## src/logic/relay_defines.vh

```
// relay_defines.vh: constants for the rf/wire relay timing block
// assumes a 125 MHz core clock; included by bare name
`ifndef RELAY_DEFINES_VH
`define RELAY_DEFINES_VH
`define CLK_PERIOD_NS        8
`define SHDLC_LIMIT_US       500
`define DELAY_BASE_US        210
`define DELAY_PER_BYTE_US    15
`define GUARD_LIMIT_US       190
`define POLL_ANSWER_US       1150
// the same budgets in 8 ns clock cycles
`define SHDLC_LIMIT_CYC      20'h0f424
`define DELAY_BASE_CYC       20'h0668a
`define DELAY_PER_BYTE_CYC   20'h00753
`define GUARD_LIMIT_CYC      20'h05cc6
`define POLL_ANSWER_CYC      20'h23186
`define US_CYCLES(us)        (((us) * 1000) / `CLK_PERIOD_NS)
`define CNT_W                20
`define LEN_W                8
`define MAX_FIELD_LEN        8'h1e
`define REQ_LEN              8'h01
`define ZERO_CNT             20'h00000
// card state codes
`define CARD_IDLE            2'h0
`define CARD_HALT            2'h1
`define CARD_ACTIVE          2'h2
`define CARD_ACTIVE_H        2'h3
// relay modes
`define MODE_SHDLC           2'h0
`define MODE_CLT_A           2'h1
`define MODE_CLT_F           2'h2
`endif

```

## src/logic/edge_sync.v

```verilog
// edge_sync.v: two-stage synchroniser with rise and fall pulses
// assumes the input is asynchronous to clock
`default_nettype none
module edge_sync (
   // clock and reset
   input  wire clock,
   input  wire nrst,
   // async level in
   input  wire din,
   // synchronised outputs
   output reg  level,
   output reg  rise,
   output reg  fall
);
   reg meta_r;
   reg sync_r;
   always @(posedge clock) begin
      if (!nrst) begin
         meta_r <= 1'b0;
         sync_r <= 1'b0;
         level  <= 1'b0;
         rise   <= 1'b0;
         fall   <= 1'b0;
      end else begin
         meta_r <= din;
         sync_r <= meta_r;
         level  <= sync_r;
         rise   <= sync_r & ~level;
         fall   <= ~sync_r & level;
      end
   end
endmodule // edge_sync
`default_nettype wire

```

## src/logic/budget_timer.v

```verilog
// budget_timer.v: latency counter with limit compare
// assumes start and stop are single-cycle pulses on clock
`default_nettype none
`include "relay_defines.vh"
module budget_timer (
   // clock and reset
   input  wire                clock,
   input  wire                nrst,
   // control
   input  wire                start,
   input  wire                stop,
   input  wire [`CNT_W-1:0]   limit,
   // status
   output reg  [`CNT_W-1:0]   count_r,
   output reg                 running_r,
   output reg                 over_r
);
   always @(posedge clock) begin
      if (!nrst) begin
         count_r   <= `ZERO_CNT;
         running_r <= 1'b0;
         over_r    <= 1'b0;
      end else if (start) begin
         count_r   <= `ZERO_CNT;
         running_r <= 1'b1;
         over_r    <= 1'b0;
      end else if (running_r) begin
         if (stop)
            running_r <= 1'b0;
         else
            count_r <= count_r + 1'b1;
         if (count_r >= limit)
            over_r <= 1'b1;
      end
   end
endmodule // budget_timer
`default_nettype wire

```

## src/logic/clf_relay.v

```verilog
// clf_relay.v: relay sequencing and latency tracking between rf and wire
// assumes rf framer and swp framer give byte strobes on clock; s1/s2 are pins
`default_nettype none
`include "relay_defines.vh"
module clf_relay (
   // clock and reset
   input  wire               clock,
   input  wire               nrst,
   // configuration
   input  wire [1:0]         mode,
   input  wire               pipeline_en,
   // rf receive side
   input  wire               rf_rx_byte,
   input  wire               rf_rx_end,
   input  wire               rf_rx_req,
   input  wire               rf_rx_err,
   // swp pins sampled
   input  wire               s1_eof_pin,
   input  wire               s2_sof_pin,
   // swp receive from card
   input  wire               wire_rx_byte,
   input  wire               wire_rx_end,
   input  wire               wire_rx_crc_ok,
   input  wire               wire_goto_init,
   input  wire               wire_goto_halt,
   // rf transmit side
   input  wire               rf_tx_edge,
   input  wire               rf_tx_byte,
   // card entry branch
   input  wire               sel_from_halt,
   input  wire               card_select,
   // frame build commands
   output reg                wire_tx_start,
   output reg                wire_tx_commit,
   output reg                wire_tx_corrupt,
   output reg  [`LEN_W-1:0]  wire_tx_len,
   output reg                rf_tx_start,
   output reg                rf_tx_abort,
   // state and status
   output reg  [1:0]         card_state,
   output reg                ready_next,
   output reg  [`CNT_W-1:0]  rf_to_wire_delay,
   output reg  [`CNT_W-1:0]  wire_to_rf_delay,
   output reg  [`CNT_W-1:0]  total_relay_delay,
   output reg                budget_over
);
   localparam [`CNT_W-1:0] SHDLC_CYC  = `SHDLC_LIMIT_CYC;
   localparam [`CNT_W-1:0] BASE_CYC   = `DELAY_BASE_CYC;
   localparam [`CNT_W-1:0] BYTE_CYC   = `DELAY_PER_BYTE_CYC;
   localparam [`CNT_W-1:0] GUARD_CYC  = `GUARD_LIMIT_CYC;
   localparam [`CNT_W-1:0] POLL_CYC   = `POLL_ANSWER_CYC;
   // relay phases
   localparam [2:0] ST_IDLE = 3'h0;
   localparam [2:0] ST_RX   = 3'h1;
   localparam [2:0] ST_SEND = 3'h2;
   localparam [2:0] ST_WAIT = 3'h3;
   localparam [2:0] ST_TX   = 3'h4;

   function [`CNT_W-1:0] byte_budget;
      input [`LEN_W-1:0] n;
      byte_budget = BYTE_CYC * {{(`CNT_W-`LEN_W){1'b0}}, n};
   endfunction

   wire s1_rise;
   wire s2_rise;
   edge_sync u_s1 (
      .clock (clock),
      .nrst  (nrst),
      .din   (s1_eof_pin),
      .level (),
      .rise  (s1_rise),
      .fall  ()
   );
   edge_sync u_s2 (
      .clock (clock),
      .nrst  (nrst),
      .din   (s2_sof_pin),
      .level (),
      .rise  (s2_rise),
      .fall  ()
   );

   reg  [2:0]        state_r;
   reg  [2:0]        state_nxt;
   reg  [`LEN_W-1:0] rx_cnt_r;
   reg  [`LEN_W-1:0] tx_cnt_r;
   reg               is_req_r;
   reg               oversize_r;
   reg               sent_r;
   reg               rf_started_r;
   reg               wire_started_r;
   wire              sof_evt = s2_rise & (state_r == ST_WAIT);
   wire [`CNT_W-1:0] up_count;
   wire [`CNT_W-1:0] dn_count;
   wire              up_run;
   wire              dn_run;
   wire              up_over;
   wire              dn_over;
   reg  [`CNT_W-1:0] up_limit;
   reg  [`CNT_W-1:0] dn_limit;

   budget_timer u_up (
      .clock     (clock),
      .nrst      (nrst),
      .start     (rf_rx_end & (state_r == ST_RX)),
      .stop      (s1_rise),
      .limit     (up_limit),
      .count_r   (up_count),
      .running_r (up_run),
      .over_r    (up_over)
   );
   budget_timer u_dn (
      .clock     (clock),
      .nrst      (nrst),
      .start     (sof_evt),
      .stop      (rf_tx_edge | ready_next),
      .limit     (dn_limit),
      .count_r   (dn_count),
      .running_r (dn_run),
      .over_r    (dn_over)
   );

   always @* begin
      if (mode == `MODE_SHDLC) begin
         up_limit = SHDLC_CYC;
         dn_limit = SHDLC_CYC;
      end else if (mode == `MODE_CLT_F) begin
         up_limit = BASE_CYC + byte_budget(rx_cnt_r);
         dn_limit = POLL_CYC;
      end else if (is_req_r) begin
         up_limit = GUARD_CYC;
         dn_limit = GUARD_CYC;
      end else begin
         up_limit = BASE_CYC + byte_budget(rx_cnt_r);
         // remainder of the shared budget
         dn_limit = BASE_CYC + byte_budget(rx_cnt_r) + byte_budget(tx_cnt_r) - rf_to_wire_delay;
      end
   end

   always @* begin
      state_nxt = state_r;
      case (state_r)
         ST_IDLE: begin
            if (rf_rx_byte | rf_rx_req)
               state_nxt = ST_RX;
         end
         ST_RX: begin
            if (rf_rx_err)
               state_nxt = ST_IDLE;
            else if (rf_rx_end)
               state_nxt = ST_SEND;
         end
         ST_SEND: begin
            if (s1_rise)
               state_nxt = ST_WAIT;
         end
         ST_WAIT: begin
            if (wire_rx_end & ~wire_rx_crc_ok)
               state_nxt = ST_IDLE;
            else if (wire_rx_end & (tx_cnt_r == 8'h00))
               state_nxt = ST_IDLE;
            else if (wire_rx_end)
               state_nxt = ST_TX;
         end
         ST_TX: begin
            if (rf_tx_byte & (tx_cnt_r == 8'h01))
               state_nxt = ST_IDLE;
         end
         default: state_nxt = ST_IDLE;
      endcase
   end

   always @(posedge clock) begin
      if (!nrst) begin
         state_r          <= ST_IDLE;
         rx_cnt_r         <= 8'h00;
         tx_cnt_r         <= 8'h00;
         is_req_r         <= 1'b0;
         oversize_r       <= 1'b0;
         sent_r           <= 1'b0;
         rf_started_r     <= 1'b0;
         wire_started_r   <= 1'b0;
         wire_tx_start    <= 1'b0;
         wire_tx_commit   <= 1'b0;
         wire_tx_corrupt  <= 1'b0;
         wire_tx_len      <= 8'h00;
         rf_tx_start      <= 1'b0;
         rf_tx_abort      <= 1'b0;
         card_state       <= `CARD_IDLE;
         ready_next       <= 1'b1;
         rf_to_wire_delay <= `ZERO_CNT;
         wire_to_rf_delay <= `ZERO_CNT;
         total_relay_delay <= `ZERO_CNT;
         budget_over      <= 1'b0;
      end else begin
         state_r         <= state_nxt;
         wire_tx_start   <= 1'b0;
         wire_tx_commit  <= 1'b0;
         rf_tx_start     <= 1'b0;
         rf_tx_abort     <= 1'b0;
         ready_next      <= (state_nxt == ST_IDLE);
         if (state_r == ST_IDLE) begin
            rx_cnt_r       <= 8'h00;
            tx_cnt_r       <= 8'h00;
            oversize_r     <= 1'b0;
            sent_r         <= 1'b0;
            rf_started_r   <= 1'b0;
            wire_started_r <= 1'b0;
            is_req_r       <= rf_rx_req;
         end
         // first byte of a block, count from a clean base
         if (rf_rx_byte & (state_r == ST_IDLE))
            rx_cnt_r <= 8'h01;
         else if (rf_rx_byte & (state_r == ST_RX)) begin
            if (rx_cnt_r == `MAX_FIELD_LEN)
               oversize_r <= 1'b1;
            else
               rx_cnt_r <= rx_cnt_r + 8'h01;
         end
         if (pipeline_en & (state_r == ST_RX) & ~wire_started_r & rf_rx_byte) begin
            wire_tx_start  <= 1'b1;
            wire_started_r <= 1'b1;
         end
         if ((state_r == ST_RX) & rf_rx_end) begin
            wire_tx_commit  <= 1'b1;
            wire_tx_start   <= ~wire_started_r;
            wire_started_r  <= 1'b1;
            if (is_req_r)
               wire_tx_len <= `REQ_LEN;
            else if (oversize_r)
               wire_tx_len <= 8'h00;
            else
               wire_tx_len <= rx_cnt_r;
            wire_tx_corrupt <= oversize_r & wire_started_r;
            if (is_req_r & (card_state == `CARD_ACTIVE))
               card_state <= `CARD_IDLE;
            else if (is_req_r & (card_state == `CARD_ACTIVE_H))
               card_state <= `CARD_HALT;
         end
         if ((state_r == ST_WAIT) & wire_rx_byte)
            tx_cnt_r <= tx_cnt_r + 8'h01;
         if ((state_r == ST_WAIT) & pipeline_en & wire_rx_byte & ~rf_started_r) begin
            rf_tx_start  <= 1'b1;
            rf_started_r <= 1'b1;
         end
         if ((state_r == ST_WAIT) & wire_rx_end) begin
            if (~wire_rx_crc_ok)
               rf_tx_abort <= rf_started_r;
            else if (~rf_started_r & (tx_cnt_r != 8'h00)) begin
               rf_tx_start  <= 1'b1;
               rf_started_r <= 1'b1;
            end
         end
         if ((state_r == ST_TX) & rf_tx_byte)
            tx_cnt_r <= tx_cnt_r - 8'h01;
         if (wire_goto_halt)
            card_state <= `CARD_HALT;
         else if (wire_goto_init)
            card_state <= sel_from_halt ? `CARD_HALT : `CARD_IDLE;
         else if (card_select)
            card_state <= sel_from_halt ? `CARD_ACTIVE_H : `CARD_ACTIVE;
         if (s1_rise & up_run)
            rf_to_wire_delay <= up_count;
         if ((rf_tx_edge | ready_next) & dn_run)
            wire_to_rf_delay <= dn_count;
         total_relay_delay <= rf_to_wire_delay + wire_to_rf_delay;
         budget_over <= up_over | dn_over;
      end
   end
endmodule // clf_relay
`default_nettype wire

```

## config.mk

```make
export PLATFORM = sky130hd
export DESIGN_NAME = clf_relay
export DESIGN_NICKNAME = d
export VERILOG_FILES = /design/src/logic/edge_sync.v /design/src/logic/budget_timer.v /design/src/logic/clf_relay.v
export VERILOG_INCLUDE_DIRS = /design/src /design/src/logic
export SDC_FILE = /design/constraint.sdc
export NUM_CORES = 1
export LEC_CHECK = 0
export BUFFER_PORTS_ARGS = -buffer_cell sky130_fd_sc_hd__buf_2
export CELL_PAD_IN_SITES_DETAIL_PLACEMENT = 0
export CELL_PAD_IN_SITES_GLOBAL_PLACEMENT = 1
export CORE_MARGIN = 1.5
export CORE_UTILIZATION = 45
export CTS_BUF_LIST = sky130_fd_sc_hd__clkbuf_4 sky130_fd_sc_hd__clkbuf_8
export CTS_CLUSTER_DIAMETER = 60
export CTS_CLUSTER_SIZE = 12
export DETAILED_ROUTE_END_ITERATION = 10
export PLACE_DENSITY_LB_ADDON = 0.1
export SYNTH_ARGS = -nofsm -noshare
export SYNTH_HDL_FRONTEND = slang
export SYNTH_SLANG_ARGS = --single-unit
```

## constraint.sdc

```tcl
create_clock -name clock -period 16.9 [get_ports clock]
set_input_delay 3.38 -clock clock [delete_from_list [all_inputs] [get_ports clock]]
set_output_delay 3.38 -clock clock [all_outputs]
set_load 0.005 [all_outputs]
```

======== Word level (Yosys, flattened, before mapping) ========
Cells that the tools add are included.
storage, ports and cells
  input bits .............................. 20
  output and inout bits ................... 77
  register bits ........................... 152
operators by class
  muxes and demuxes ....................... 57
  add/sub/neg operators ................... 9
  bitwise gates (word level) .............. 36
  $mul .................................... 2
  equal/unequal tests ..................... 9
  reduce and logical (&&, ||, !) cells .... 22
  $lt $le $gt $ge ......................... 2
operators by type and width
  kind                                                                   number
  20-bit two-way mux                                                     6
  8-bit two-way mux                                                      8
  20-bit by 1-bit adder with 20-bit output, second input constant        2
  20-bit >= comparator                                                   2
  11-bit by 8-bit multiplier with 19-bit output, first input constant    2
  1-bit two-way mux                                                      29
  1-bit bitwise AND                                                      24
  3-bit two-way mux                                                      8
  15-bit by 19-bit adder with 20-bit output, first input constant        1
  20-bit by 19-bit adder with 20-bit output                              1
  20-bit adder                                                           1
  20-bit subtractor                                                      1
  8-bit by 1-bit adder with 8-bit output, second input constant          2
  3-bit one-hot mux with 5 select lines                                  1
  2-bit AND reduction                                                    6
  2-bit two-way mux                                                      5
  1-bit NOT                                                              9
  3-bit nonzero test                                                     3
  8-bit by 1-bit equality test with 1-bit output, second input constant  1
  8-bit by 5-bit equality test with 1-bit output, second input constant  1
  8-bit logical NOT                                                      1
  4-bit nonzero test                                                     2
  8-bit nonzero test                                                     1
  2-bit OR reduction                                                     4
  10 further kinds                                                       16

======== Logic depth before layout (Yosys ltp) ========
Gate-level depths: netlist of the first run.
  depth in word-level cells ............... 9
  mapped depth ............................ 33
  mapped depth without buffers ............ 32

======== Cells and area by module ========
A second synthesis of the first run with hierarchy kept.
unflattened totals
  cell total of the unflattened synthesis .. 1555
  area, all modules ....................... 13369.1 um2
modules (own cells, without submodules)
  module        sequential area each (um2)  area each (um2)  instances  cells an instance
  clf_relay     2001.9                      10228.6          1          1207
  budget_timer  440.4                       1430.1           2          164
  edge_sync     100.1                       140.1            2          10

======== Worst setup path after synthesis of the first run ========
OpenSTA, ideal clock, no wires.
  path type ............................... register -> register
  start point ............................. register rx_cnt_r[6]
  end point ............................... register u_dn.over_r
  setup slack ............................. 9.841 ns
  setup time .............................. 0.118 ns
  data arrival time ....................... 6.942 ns
  path buffers ............................ 0
  stages on the path, launching flop included .. 30
  cell sequence ........................... dfxtp_1 > inv_1 > ha_1 > inv_1 > fa_1 > fa_1 > ha_1 > ha_1 > or3_1 > o22ai_1 > o21ai_1 > a221o_1 > a21oi_1 > xor2_1 > fa_1 > inv_1 > ha_1 > a21o_1 > nor3b_1 > a21oi_1 > o311ai_1 > xor2_1 > nand2_1 > ha_1 > nand4_1 > nor2_1 > a211oi_1 > o211ai_1 > a31oi_1 > nor3_1
on the way
  word-level cells in the longest chain between the ends .. 9
ends and longest elaborated chain
  element                                        line               RTL
  from (decl)                                    clf_relay.v:85     reg [`LEN_W-1:0] rx_cnt_r;
  from (signal assigned)                         clf_relay.v:218    rx_cnt_r <= rx_cnt_r + 8'h01;
  11-bit by 8-bit multiplier with 19-bit output  clf_relay.v:61     byte_budget = BYTE_CYC * {{(`CNT_W-`LEN_W){1'b0}}, n};
  15-bit by 19-bit adder with 20-bit output      clf_relay.v:136    dn_limit = BASE_CYC + byte_budget(rx_cnt_r) + byte_budget(tx_cnt_r) - rf_to_wire_delay;
  20-bit by 19-bit adder with 20-bit output      clf_relay.v:136
  20-bit subtractor                              clf_relay.v:136
  20-bit two-way mux                             clf_relay.v:130    end else if (is_req_r) begin
  20-bit two-way mux                             clf_relay.v:127    end else if (mode == `MODE_CLT_F) begin
  20-bit two-way mux                             clf_relay.v:124    if (mode == `MODE_SHDLC) begin
  20-bit >= comparator                           budget_timer.v:32  if (count_r >= limit)
  2-bit AND reduction (no line)                  --
  to (signal assigned)                           budget_timer.v:22  over_r <= 1'b0;
  to (signal assigned)                           budget_timer.v:26  over_r <= 1'b0;
  to (signal assigned)                           budget_timer.v:33  over_r <= 1'b1;
  to (decl)                                      budget_timer.v:16  output reg over_r
No other way between the ends.
A chain may end at the register's enable or synchronous reset.

======== Worst setup path in the final report of the first run ========
Same ends and word-level chain as after synthesis.

==> tab_implementation.tex, run 1 <==
\begin{tabular}{lr}
\hline
Metric & Value \\
\hline
\multicolumn{2}{l}{\textbf{Worst setup path}} \\
Length in cells of the worst reg-to-reg path & 29 \\
End of the worst register-to-register path & u\_dn.over\_r \\
Top Family by Delay on Critical Path & adder cells \\
Cell with the largest stage delay on the worst path & dfxtp\_1 \\
Worst reg2reg setup slack & 9110 ps \\
Most prevalent standard cell on the critical path & ha\_1 \\
Data arrival time of the critical path & 8100 ps \\
Largest driver fanout on the critical path & 10 \\
Timing startpoint of the critical path & rx\_cnt\_r[6] \\
Levels on crit path & 29 \\
Largest stage delay on the critical path & 600 ps \\
Crit path required time & 17,220 ps \\
Setup crit end & u\_dn.over\_r \\
Type of the worst setup path & reg -> reg \\
Reg-to-reg startpoint & rx\_cnt\_r[6] \\
Category of the worst setup path capture point & flop \\
Critical path buffer and inverter count & 3 \\
Startpoint types & flop \\
\multicolumn{2}{l}{\textbf{Final layout}} \\
Commonest non-fill, non-tap cells in the layout & ha\_1, inv\_1, nand2\_1 \\
Most common cell after layout, fill and taps aside & ha\_1 \\
Fraction of layout cells with a size suffix above 1 & 9.330\% \\
Share of the core filled with cells in the final layout & 50.42\% \\
Number of nets in the layout & 1,877 \\
Count of filler cells inserted in the layout & 2,757 \\
Layout area overhead & 10.02\% \\
Antenna cells & 0 \\
\multicolumn{2}{l}{\textbf{Clocking}} \\
Worst skew pair latency & 470 ps \\
Post-CTS Repair Setup Buffers & 0 \\
Number of buffers on the longest clock path & 2 \\
Root buffer cell & clkbuf\_8 \\
Clock slew at the register clock pins of the worst setup and hold paths & 90 ps \\
TritonCTS buffer count & 17 \\
Resize count post-CTS & 0 \\
Post-cts hold buffer count & 0 \\
\# H-tree levels & 4 \\
Sink count of the clock tree & 152 \\
CTS tree & yes \\
\multicolumn{2}{l}{\textbf{Placed design}} \\
Post-detailed-placement half-perimeter wirelength & 29,390 µm \\
Port Buffer Count & 96 \\
Routability congestion estimate from global placement & 0.8611 \\
Setup slack after placement & 9113 ps \\
\multicolumn{2}{l}{\textbf{Drt}} \\
DR vias & 10,390 \\
Antenna Nets Post-Route & 0 \\
Iter 0 DRT Violations & 588 \\
Drt wl/cell & 18.12 µm \\
Vias per std cell & 5.262 \\
Wire length reported by the detailed router & 35,790 µm \\
First-pass DRT Iterations & 4 \\
Drc violations & 0 \\
\multicolumn{2}{l}{\textbf{STA}} \\
Clock tree skew after final layout & 22.82 ps \\
Hold violation total from the final report & 0 \\
Pins Over Slew Limit & 0 \\
Post-Route Setup TNS & 0 ps \\
Fraction of the cycle the final worst path needs & 46.07\% \\
Least-Margin Pin Slew & 1108 ps \\
Worst slew margin & 25.57\% \\
Final critical delay including setup and external delays & 7786 ps \\
Setup repair after global routing missed its margin & no \\
Highest clock rate & 128.4 MHz \\
Final WS setup & 9114 ps \\
Setup violations, final & 0 \\
\multicolumn{2}{l}{\textbf{Power and ir drop}} \\
Cell leakage power & 6.759 nW \\
Clock power frac & 39.5\% \\
Power density normalized to cell area & 57.67 nW/µm² \\
Reg power frac & 45.2\% \\
Worst vdd rail ir drop & 0.03673 mV \\
Final total power & 809.9 µW \\
Int Pwr & 577.4 µW \\
Combinational cell fraction of total power & 15.3\% \\
NetSw & 232.5 µW \\
Switching share of power & 28.70\% \\
\multicolumn{2}{l}{\textbf{Global routing}} \\
First-pass GRT wire length & 55,800 µm \\
Remaining global-route overflow & 0 \\
Maximum number of pins on one net before global-route repair & 66 \\
Vias in the first global route & 9,845 \\
Global-route met3 utilization & 3.198\% \\
Met2 track demand over resource & 39.82\% \\
Top Usage Layer GRT & met2 \\
Met1 global-route usage & 35.72\% \\
Initial antenna violation count & 0 \\
GRT Overall Usage & 25.26\% \\
\multicolumn{2}{l}{\textbf{Logic synthesis}} \\
Number of unique standard cell types used by synthesis & 68 \\
Number of standard cells after synthesis & 1,507 \\
Cell area after synthesis & 12,770 µm² \\
Synthesized Nets & 1,800 \\
Total of warnings raised by yosys & 0 \\
Number of enable flip-flop cells after synthesis & 0 \\
Number of register bits inferred by synthesis & 152 \\
Fraction of synthesis flops using an asynchronous set or reset pin & 0\% \\
Sequential fraction of the synthesis area & 23.84\% \\
Average cell area after synthesis & 8.471 µm² \\
Primary FF master, synth & dfxtp\_1 \\
\multicolumn{2}{l}{\textbf{Outcome}} \\
Run status & finished clean \\
\multicolumn{2}{l}{\textbf{Floorplanning}} \\
Die width & 171.4 µm \\
Std-Cell Rows & 61 \\
Die span in y & 171.4 µm \\
Core region area & 27,860 µm² \\
Total die area & 29,390 µm² \\
Top-Level Pins & 97 \\
Initial Util & 45.83\% \\
\multicolumn{2}{l}{\textbf{Flow run}} \\
Count of maximum capacitance violations & 0 \\
\multicolumn{2}{l}{\textbf{Worst hold path}} \\
Min-Delay Path Class & reg -> reg \\
\hline
\end{tabular}
routing by layer:
layer  up-vias  wire [µm]  share of wire, %
met1      4917      17360                49
li1       5261          -                 -
met4         0        934               2.6
met3        34       1198               3.3
met2       181      16300                46
met5         -          0                 0
sequential cells by signal, indices dropped and copies added, names as in the netlist, 2 cells and up:
| name | flops |
|---|---|
| total_relay_delay | 20 |
| card_state | 2 |
| tx_cnt_r | 8 |
| wire_tx_len | 8 |
| state_r | 3 |
| u_dn.count_r | 20 |
| wire_to_rf_delay | 20 |
| rx_cnt_r | 8 |
| u_up.count_r | 20 |
| rf_to_wire_delay | 20 |
how the worst min path moves through the flow:
stage | from | endpoint | slack [ps] | depth (start not counted)
after detailed placement | u_s2.level | u_s2.rise | 380 | 1
after floorplan | u_s1.level | u_s1.rise | 370 | 1
final | u_s1.level | u_s1.rise | 380 | 1
after global placement | u_s1.level | u_s1.rise | 370 | 1
after CTS | u_s1.level | u_s1.rise | 390 | 1
after global routing | u_s1.level | u_s1.rise | 390 | 1
worst reg2reg max path: cells and delay by family, from the launching register on:
| family | cells | cell delay, ps |
|---|---|---|
| XOR/XNOR | 2 | 380 |
| AND/OR/NAND/NOR | 6 | 990 |
| flip-flops | 1 | 600 |
| buffers and inverters | 3 | 370 |
| AO/OA/AOI/OAI | 10 | 2210 |
| adder cells (fa/ha/maj) | 8 | 3090 |
cells by family (layout without fill, tap and decap cells):
kind of cell	Yosys count	after routing	synth area share, %
and+or+nand+nor	475	475	17.33
AOI/OAI and AO/OA	296	296	14.53
adders and majority gates	273	273	31.64
buffers and inverters	227	317	6.684
DFF	152	152	23.84
xor gates and xnor gates	73	73	5.116
muxes	11	11	0.8723
synth_stat cells, drive strengths merged (3+ instances only):
master   count  area [µm²]
inv        185       694.4
ha         190        2377
nor3b        7       57.55
o21a        14       105.1
dfxtp      152        3043
nor2       125       469.2
o2111ai      3       26.28
mux2i       10       100.1
or3         11       68.82
nand2      166       623.1
nor2b       14       95.09
and3        17       106.4
nor3        27       140.1
a311oi       3       26.28
o21ai       49       245.2
or2          3       18.77
a41oi        3       26.28
fa          83        1662
o211ai       7       52.55
a31oi       10       62.56
o31a         4       35.03
a211oi      16       120.1
and2        14       87.58
a21oi      115       579.3
clkbuf      41       153.9
o22ai        6       37.54
xor2        45       394.1
o21bai       3       22.52
o31ai        5       47.54
nand3       40       200.2
nand3b       3       22.52
nand2b      15       93.84
nand4       19       118.9
xnor2       27       236.5
a21o        38       285.3
nor4         7       43.79
stage by stage:
stage               hold slack [ps]  instances  cell area [µm²]
finish                        383.8       1975            14040
global route                  390.9       1975            14040
CTS                           387.3       1975            14040
detailed placement            377.5       1943            13600
global placement              370.6       1943            13600
floorplan                     367.4       1507            12770
power groups by stage:
| stage | sequential [mW] | combinational [mW] | clock, mW |
|---|---|---|---|
| after floorplan | 0.372 | 0.0892 | 0 |
| after global placement | 0.374 | 0.124 | 0 |
| after detailed placement | 0.375 | 0.124 | 0 |
| after CTS | 0.366 | 0.125 | 0.328 |
| after global routing | 0.367 | 0.138 | 0.342 |
| final | 0.366 | 0.124 | 0.320 |
final cells by class:
type	instances	area, µm²	share of cell area, %
clock inverter	12	186.4	1.327
inverter	185	694.4	4.944
sequential	152	3043	21.67
tap	378	473.0	3.367
clock buffer	20	262.8	1.871
timing repair buffer	100	510.5	3.635
multi-input combinational	1128	8875	63.19
No activity file was read; power rests on OpenSTA's default activity.
==> run 2, diff against run 1 <==
- clock period: 16.9 -> 7.4 ns (I/O delays scaled with it)
==> tab_implementation.tex, run 2 (synthesized netlist as in run 1, its figures left out) <==
\begin{tabular}{lr}
\hline
Metric & Value \\
\hline
\multicolumn{2}{l}{\textbf{Outcome}} \\
Run status & finished clean (unchanged) \\
\multicolumn{2}{l}{\textbf{Worst setup path}} \\
Top Family by Delay on Critical Path & adder cells (unchanged) \\
Length in cells of the worst reg-to-reg path & 32 (was 29) \\
Levels on crit path & 32 (was 29) \\
Category of the worst setup path capture point & flop (unchanged) \\
Type of the worst setup path & reg -> reg (unchanged) \\
Largest driver fanout on the critical path & 7 (was 10) \\
Timing startpoint of the critical path & rx\_cnt\_r[2] (was rx\_cnt\_r[6]) \\
Startpoint types & flop (unchanged) \\
End of the worst register-to-register path & u\_dn.over\_r (unchanged) \\
Largest stage delay on the critical path & 550 ps (was 600 ps) \\
Crit path required time & 7740 ps (was 17,220 ps) \\
Cell with the largest stage delay on the worst path & fa\_1 (was dfxtp\_1) \\
Critical path buffer and inverter count & 5 (was 3) \\
Setup crit end & u\_dn.over\_r (unchanged) \\
Worst reg2reg setup slack & 410 ps (was 9110 ps) \\
Reg-to-reg startpoint & rx\_cnt\_r[2] (was rx\_cnt\_r[6]) \\
Data arrival time of the critical path & 7330 ps (was 8100 ps) \\
\multicolumn{2}{l}{\textbf{Drt}} \\
Highest routed layer & met4 (unchanged) \\
Met2 wire len & 16,580 µm (was 16,300 µm) \\
Routed length on met3 & 1386 µm (was 1198 µm) \\
Wire length reported by the detailed router & 36,740 µm (was 35,790 µm) \\
Wl on met1 & 17,550 µm (was 17,360 µm) \\
Iter 0 DRT Violations & 537 (was 588) \\
First-pass DRT Iterations & 6 (was 4) \\
Vias per std cell & 5.331 (was 5.262) \\
Drt wl/cell & 18.43 µm (was 18.12 µm) \\
Antenna Nets Post-Route & 0 (unchanged) \\
DR vias & 10,630 (was 10,390) \\
Drc violations & 0 (unchanged) \\
\multicolumn{2}{l}{\textbf{Power and ir drop}} \\
NetSw & 648.3 µW (was 232.5 µW) \\
Int Pwr & 1.208 mW (was 577.4 µW) \\
Power density normalized to cell area & 130.2 nW/µm² (was 57.67 nW/µm²) \\
Cell leakage power & 6.856 nW (was 6.759 nW) \\
Worst vdd rail ir drop & 0.09239 mV (was 0.03673 mV) \\
Final total power & 1.856 mW (was 809.9 µW) \\
Reg power frac & 45.0\% (was 45.2\%) \\
Switching share of power & 34.93\% (was 28.70\%) \\
Combinational cell fraction of total power & 16.0\% (was 15.3\%) \\
Clock power frac & 39.1\% (was 39.5\%) \\
\multicolumn{2}{l}{\textbf{STA}} \\
Fraction of the cycle the final worst path needs & 94.50\% (was 46.07\%) \\
Worst slew margin & 22.97\% (was 25.57\%) \\
Hold violation total from the final report & 0 (unchanged) \\
Setup violations, final & 0 (unchanged) \\
Pins Over Slew Limit & 0 (unchanged) \\
Final critical delay including setup and external delays & 6993 ps (was 7786 ps) \\
Highest clock rate & 143.0 MHz (was 128.4 MHz) \\
Post-Route Setup TNS & 0 ps (unchanged) \\
Least-Margin Pin Slew & 1149 ps (was 1108 ps) \\
Setup repair after global routing missed its margin & no (unchanged) \\
Clock tree skew after final layout & 23.71 ps (was 22.82 ps) \\
\multicolumn{2}{l}{\textbf{Clocking}} \\
TritonCTS buffer count & 17 (unchanged) \\
Clock slew at the register clock pins of the worst setup and hold paths & 120 ps (was 90 ps) \\
Number of buffers on the longest clock path & 2 (unchanged) \\
CTS tree & yes (unchanged) \\
Worst skew pair latency & 480 ps (was 470 ps) \\
Root buffer cell & clkbuf\_8 (unchanged) \\
\# H-tree levels & 4 (unchanged) \\
Sink count of the clock tree & 152 (unchanged) \\
\multicolumn{2}{l}{\textbf{Global routing}} \\
Vias in the first global route & 10,060 (was 9,845) \\
GRT Overall Usage & 25.84\% (was 25.26\%) \\
Remaining global-route overflow & 0 (unchanged) \\
Initial antenna violation count & 1 (was 0) \\
First-pass GRT wire length & 57,130 µm (was 55,800 µm) \\
Maximum number of pins on one net before global-route repair & 68 (was 66) \\
\multicolumn{2}{l}{\textbf{Floorplanning}} \\
Total die area & 29,390 µm² (unchanged) \\
Die width & 171.4 µm (unchanged) \\
Std-Cell Rows & 61 (unchanged) \\
Initial Util & 45.83\% (unchanged) \\
Core region area & 27,860 µm² (unchanged) \\
Top-Level Pins & 97 (unchanged) \\
Die span in y & 171.4 µm (unchanged) \\
\multicolumn{2}{l}{\textbf{Placed design}} \\
Routability congestion estimate from global placement & 0.9139 (was 0.8611) \\
Port Buffer Count & 96 (unchanged) \\
Post-detailed-placement half-perimeter wirelength & 29,820 µm (was 29,390 µm) \\
DP Area & 13,720 µm² (was 13,600 µm²) \\
\multicolumn{2}{l}{\textbf{Final layout}} \\
Final cell area excluding filler cells & 14,260 µm² (was 14,040 µm²) \\
Number of nets in the layout & 1,894 (was 1,877) \\
Area occupied by multi-input gates & 8955 µm² (was 8875 µm²) \\
Combined flip-flop and latch cell area & 3048 µm² (was 3043 µm²) \\
Count of filler cells inserted in the layout & 2,754 (was 2,757) \\
Layout area overhead & 11.67\% (was 10.02\%) \\
Fraction of layout cells with a size suffix above 1 & 11.34\% (was 9.330\%) \\
Commonest non-fill, non-tap cells in the layout & ha\_1, inv\_1, nand2\_1 (unchanged) \\
Share of the core filled with cells in the final layout & 51.17\% (was 50.42\%) \\
Most common cell after layout, fill and taps aside & ha\_1 (unchanged) \\
\multicolumn{2}{l}{\textbf{Flow run}} \\
Count of maximum capacitance violations & 0 (unchanged) \\
\multicolumn{2}{l}{\textbf{Worst hold path}} \\
Min-Delay Path Class & reg -> reg (unchanged) \\
\hline
\end{tabular}
-- run 2: cell count changes in the layout (fill, tap and decap cells not counted), sizes merged --
| cell | delta |
|---|---|
| buf | +17 |
| bufinv | -4 |
| clkbuf | -3 |
| clkinv | +4 |
| clkinvlp | -1 |
| diode | +1 |
| inv | +4 |
-- run 2: layout make-up --
class / instances / area share (%)
multi-input cells: 1128 / 62.81
flip-flops and latches: 152 / 21.38
inverters: 185 / 4.871
repair buffers: 117 / 4.476
well taps: 378 / 3.318
clock buffers: 17 / 1.641
clock inverters: 15 / 1.483
diodes: 1 / 0.01755
-- run 2: power groups by stage --
| stage | logic, mW | registers, mW | clock network (mW) |
|---|---|---|---|
| after floorplan | 0.204 | 0.849 | 0 |
| after global placement | 0.291 | 0.853 | 0 |
| after detailed placement | 0.292 | 0.853 | 0 |
| after CTS | 0.295 | 0.835 | 0.743 |
| after global routing | 0.329 | 0.837 | 0.773 |
| final | 0.296 | 0.835 | 0.725 |
-- run 2: worst min path at each step --
stage / start / end / cells after the start
3_3_place_gp: u_s2.level / u_s2.rise / 1
5_1_grt: u_s2.level / u_s2.rise / 1
3_5_place_dp: u_s2.level / u_s2.rise / 1
6_report: u_s2.level / u_s2.rise / 1
2_1_floorplan: u_s1.level / u_s1.rise / 1
4_1_cts: u_s2.level / u_s2.rise / 1
-- run 2: what timing repair did --
action | CTS | global route
endpoints found under the setup margin | 0 | 1
gates resized for setup | 0 | 20
hold buffers | 0 | 0
setup buffers | 0 | 1
-- run 2: metal layers --
metal  up-vias  GRT usage (%)
met5         -              0
met4         0          9.802
met3        46          3.428
met2       255          41.31
met1      5039          35.42
li1       5285              -
-- run 2: per-stage QoR --
step / std cells / setup slack [ps] / hold WS (ps)
2_1_floorplan: 1507 / 340.7 / 367.4
3_3_place_gp: 1959 / 171.9 / 370.4
3_5_place_dp: 1959 / 99.78 / 372.6
4_1_cts: 1991 / 71.83 / 391.1
5_1_grt: 1992 / 3.613 / 400.2
6_report: 1993 / 406.7 / 390.3
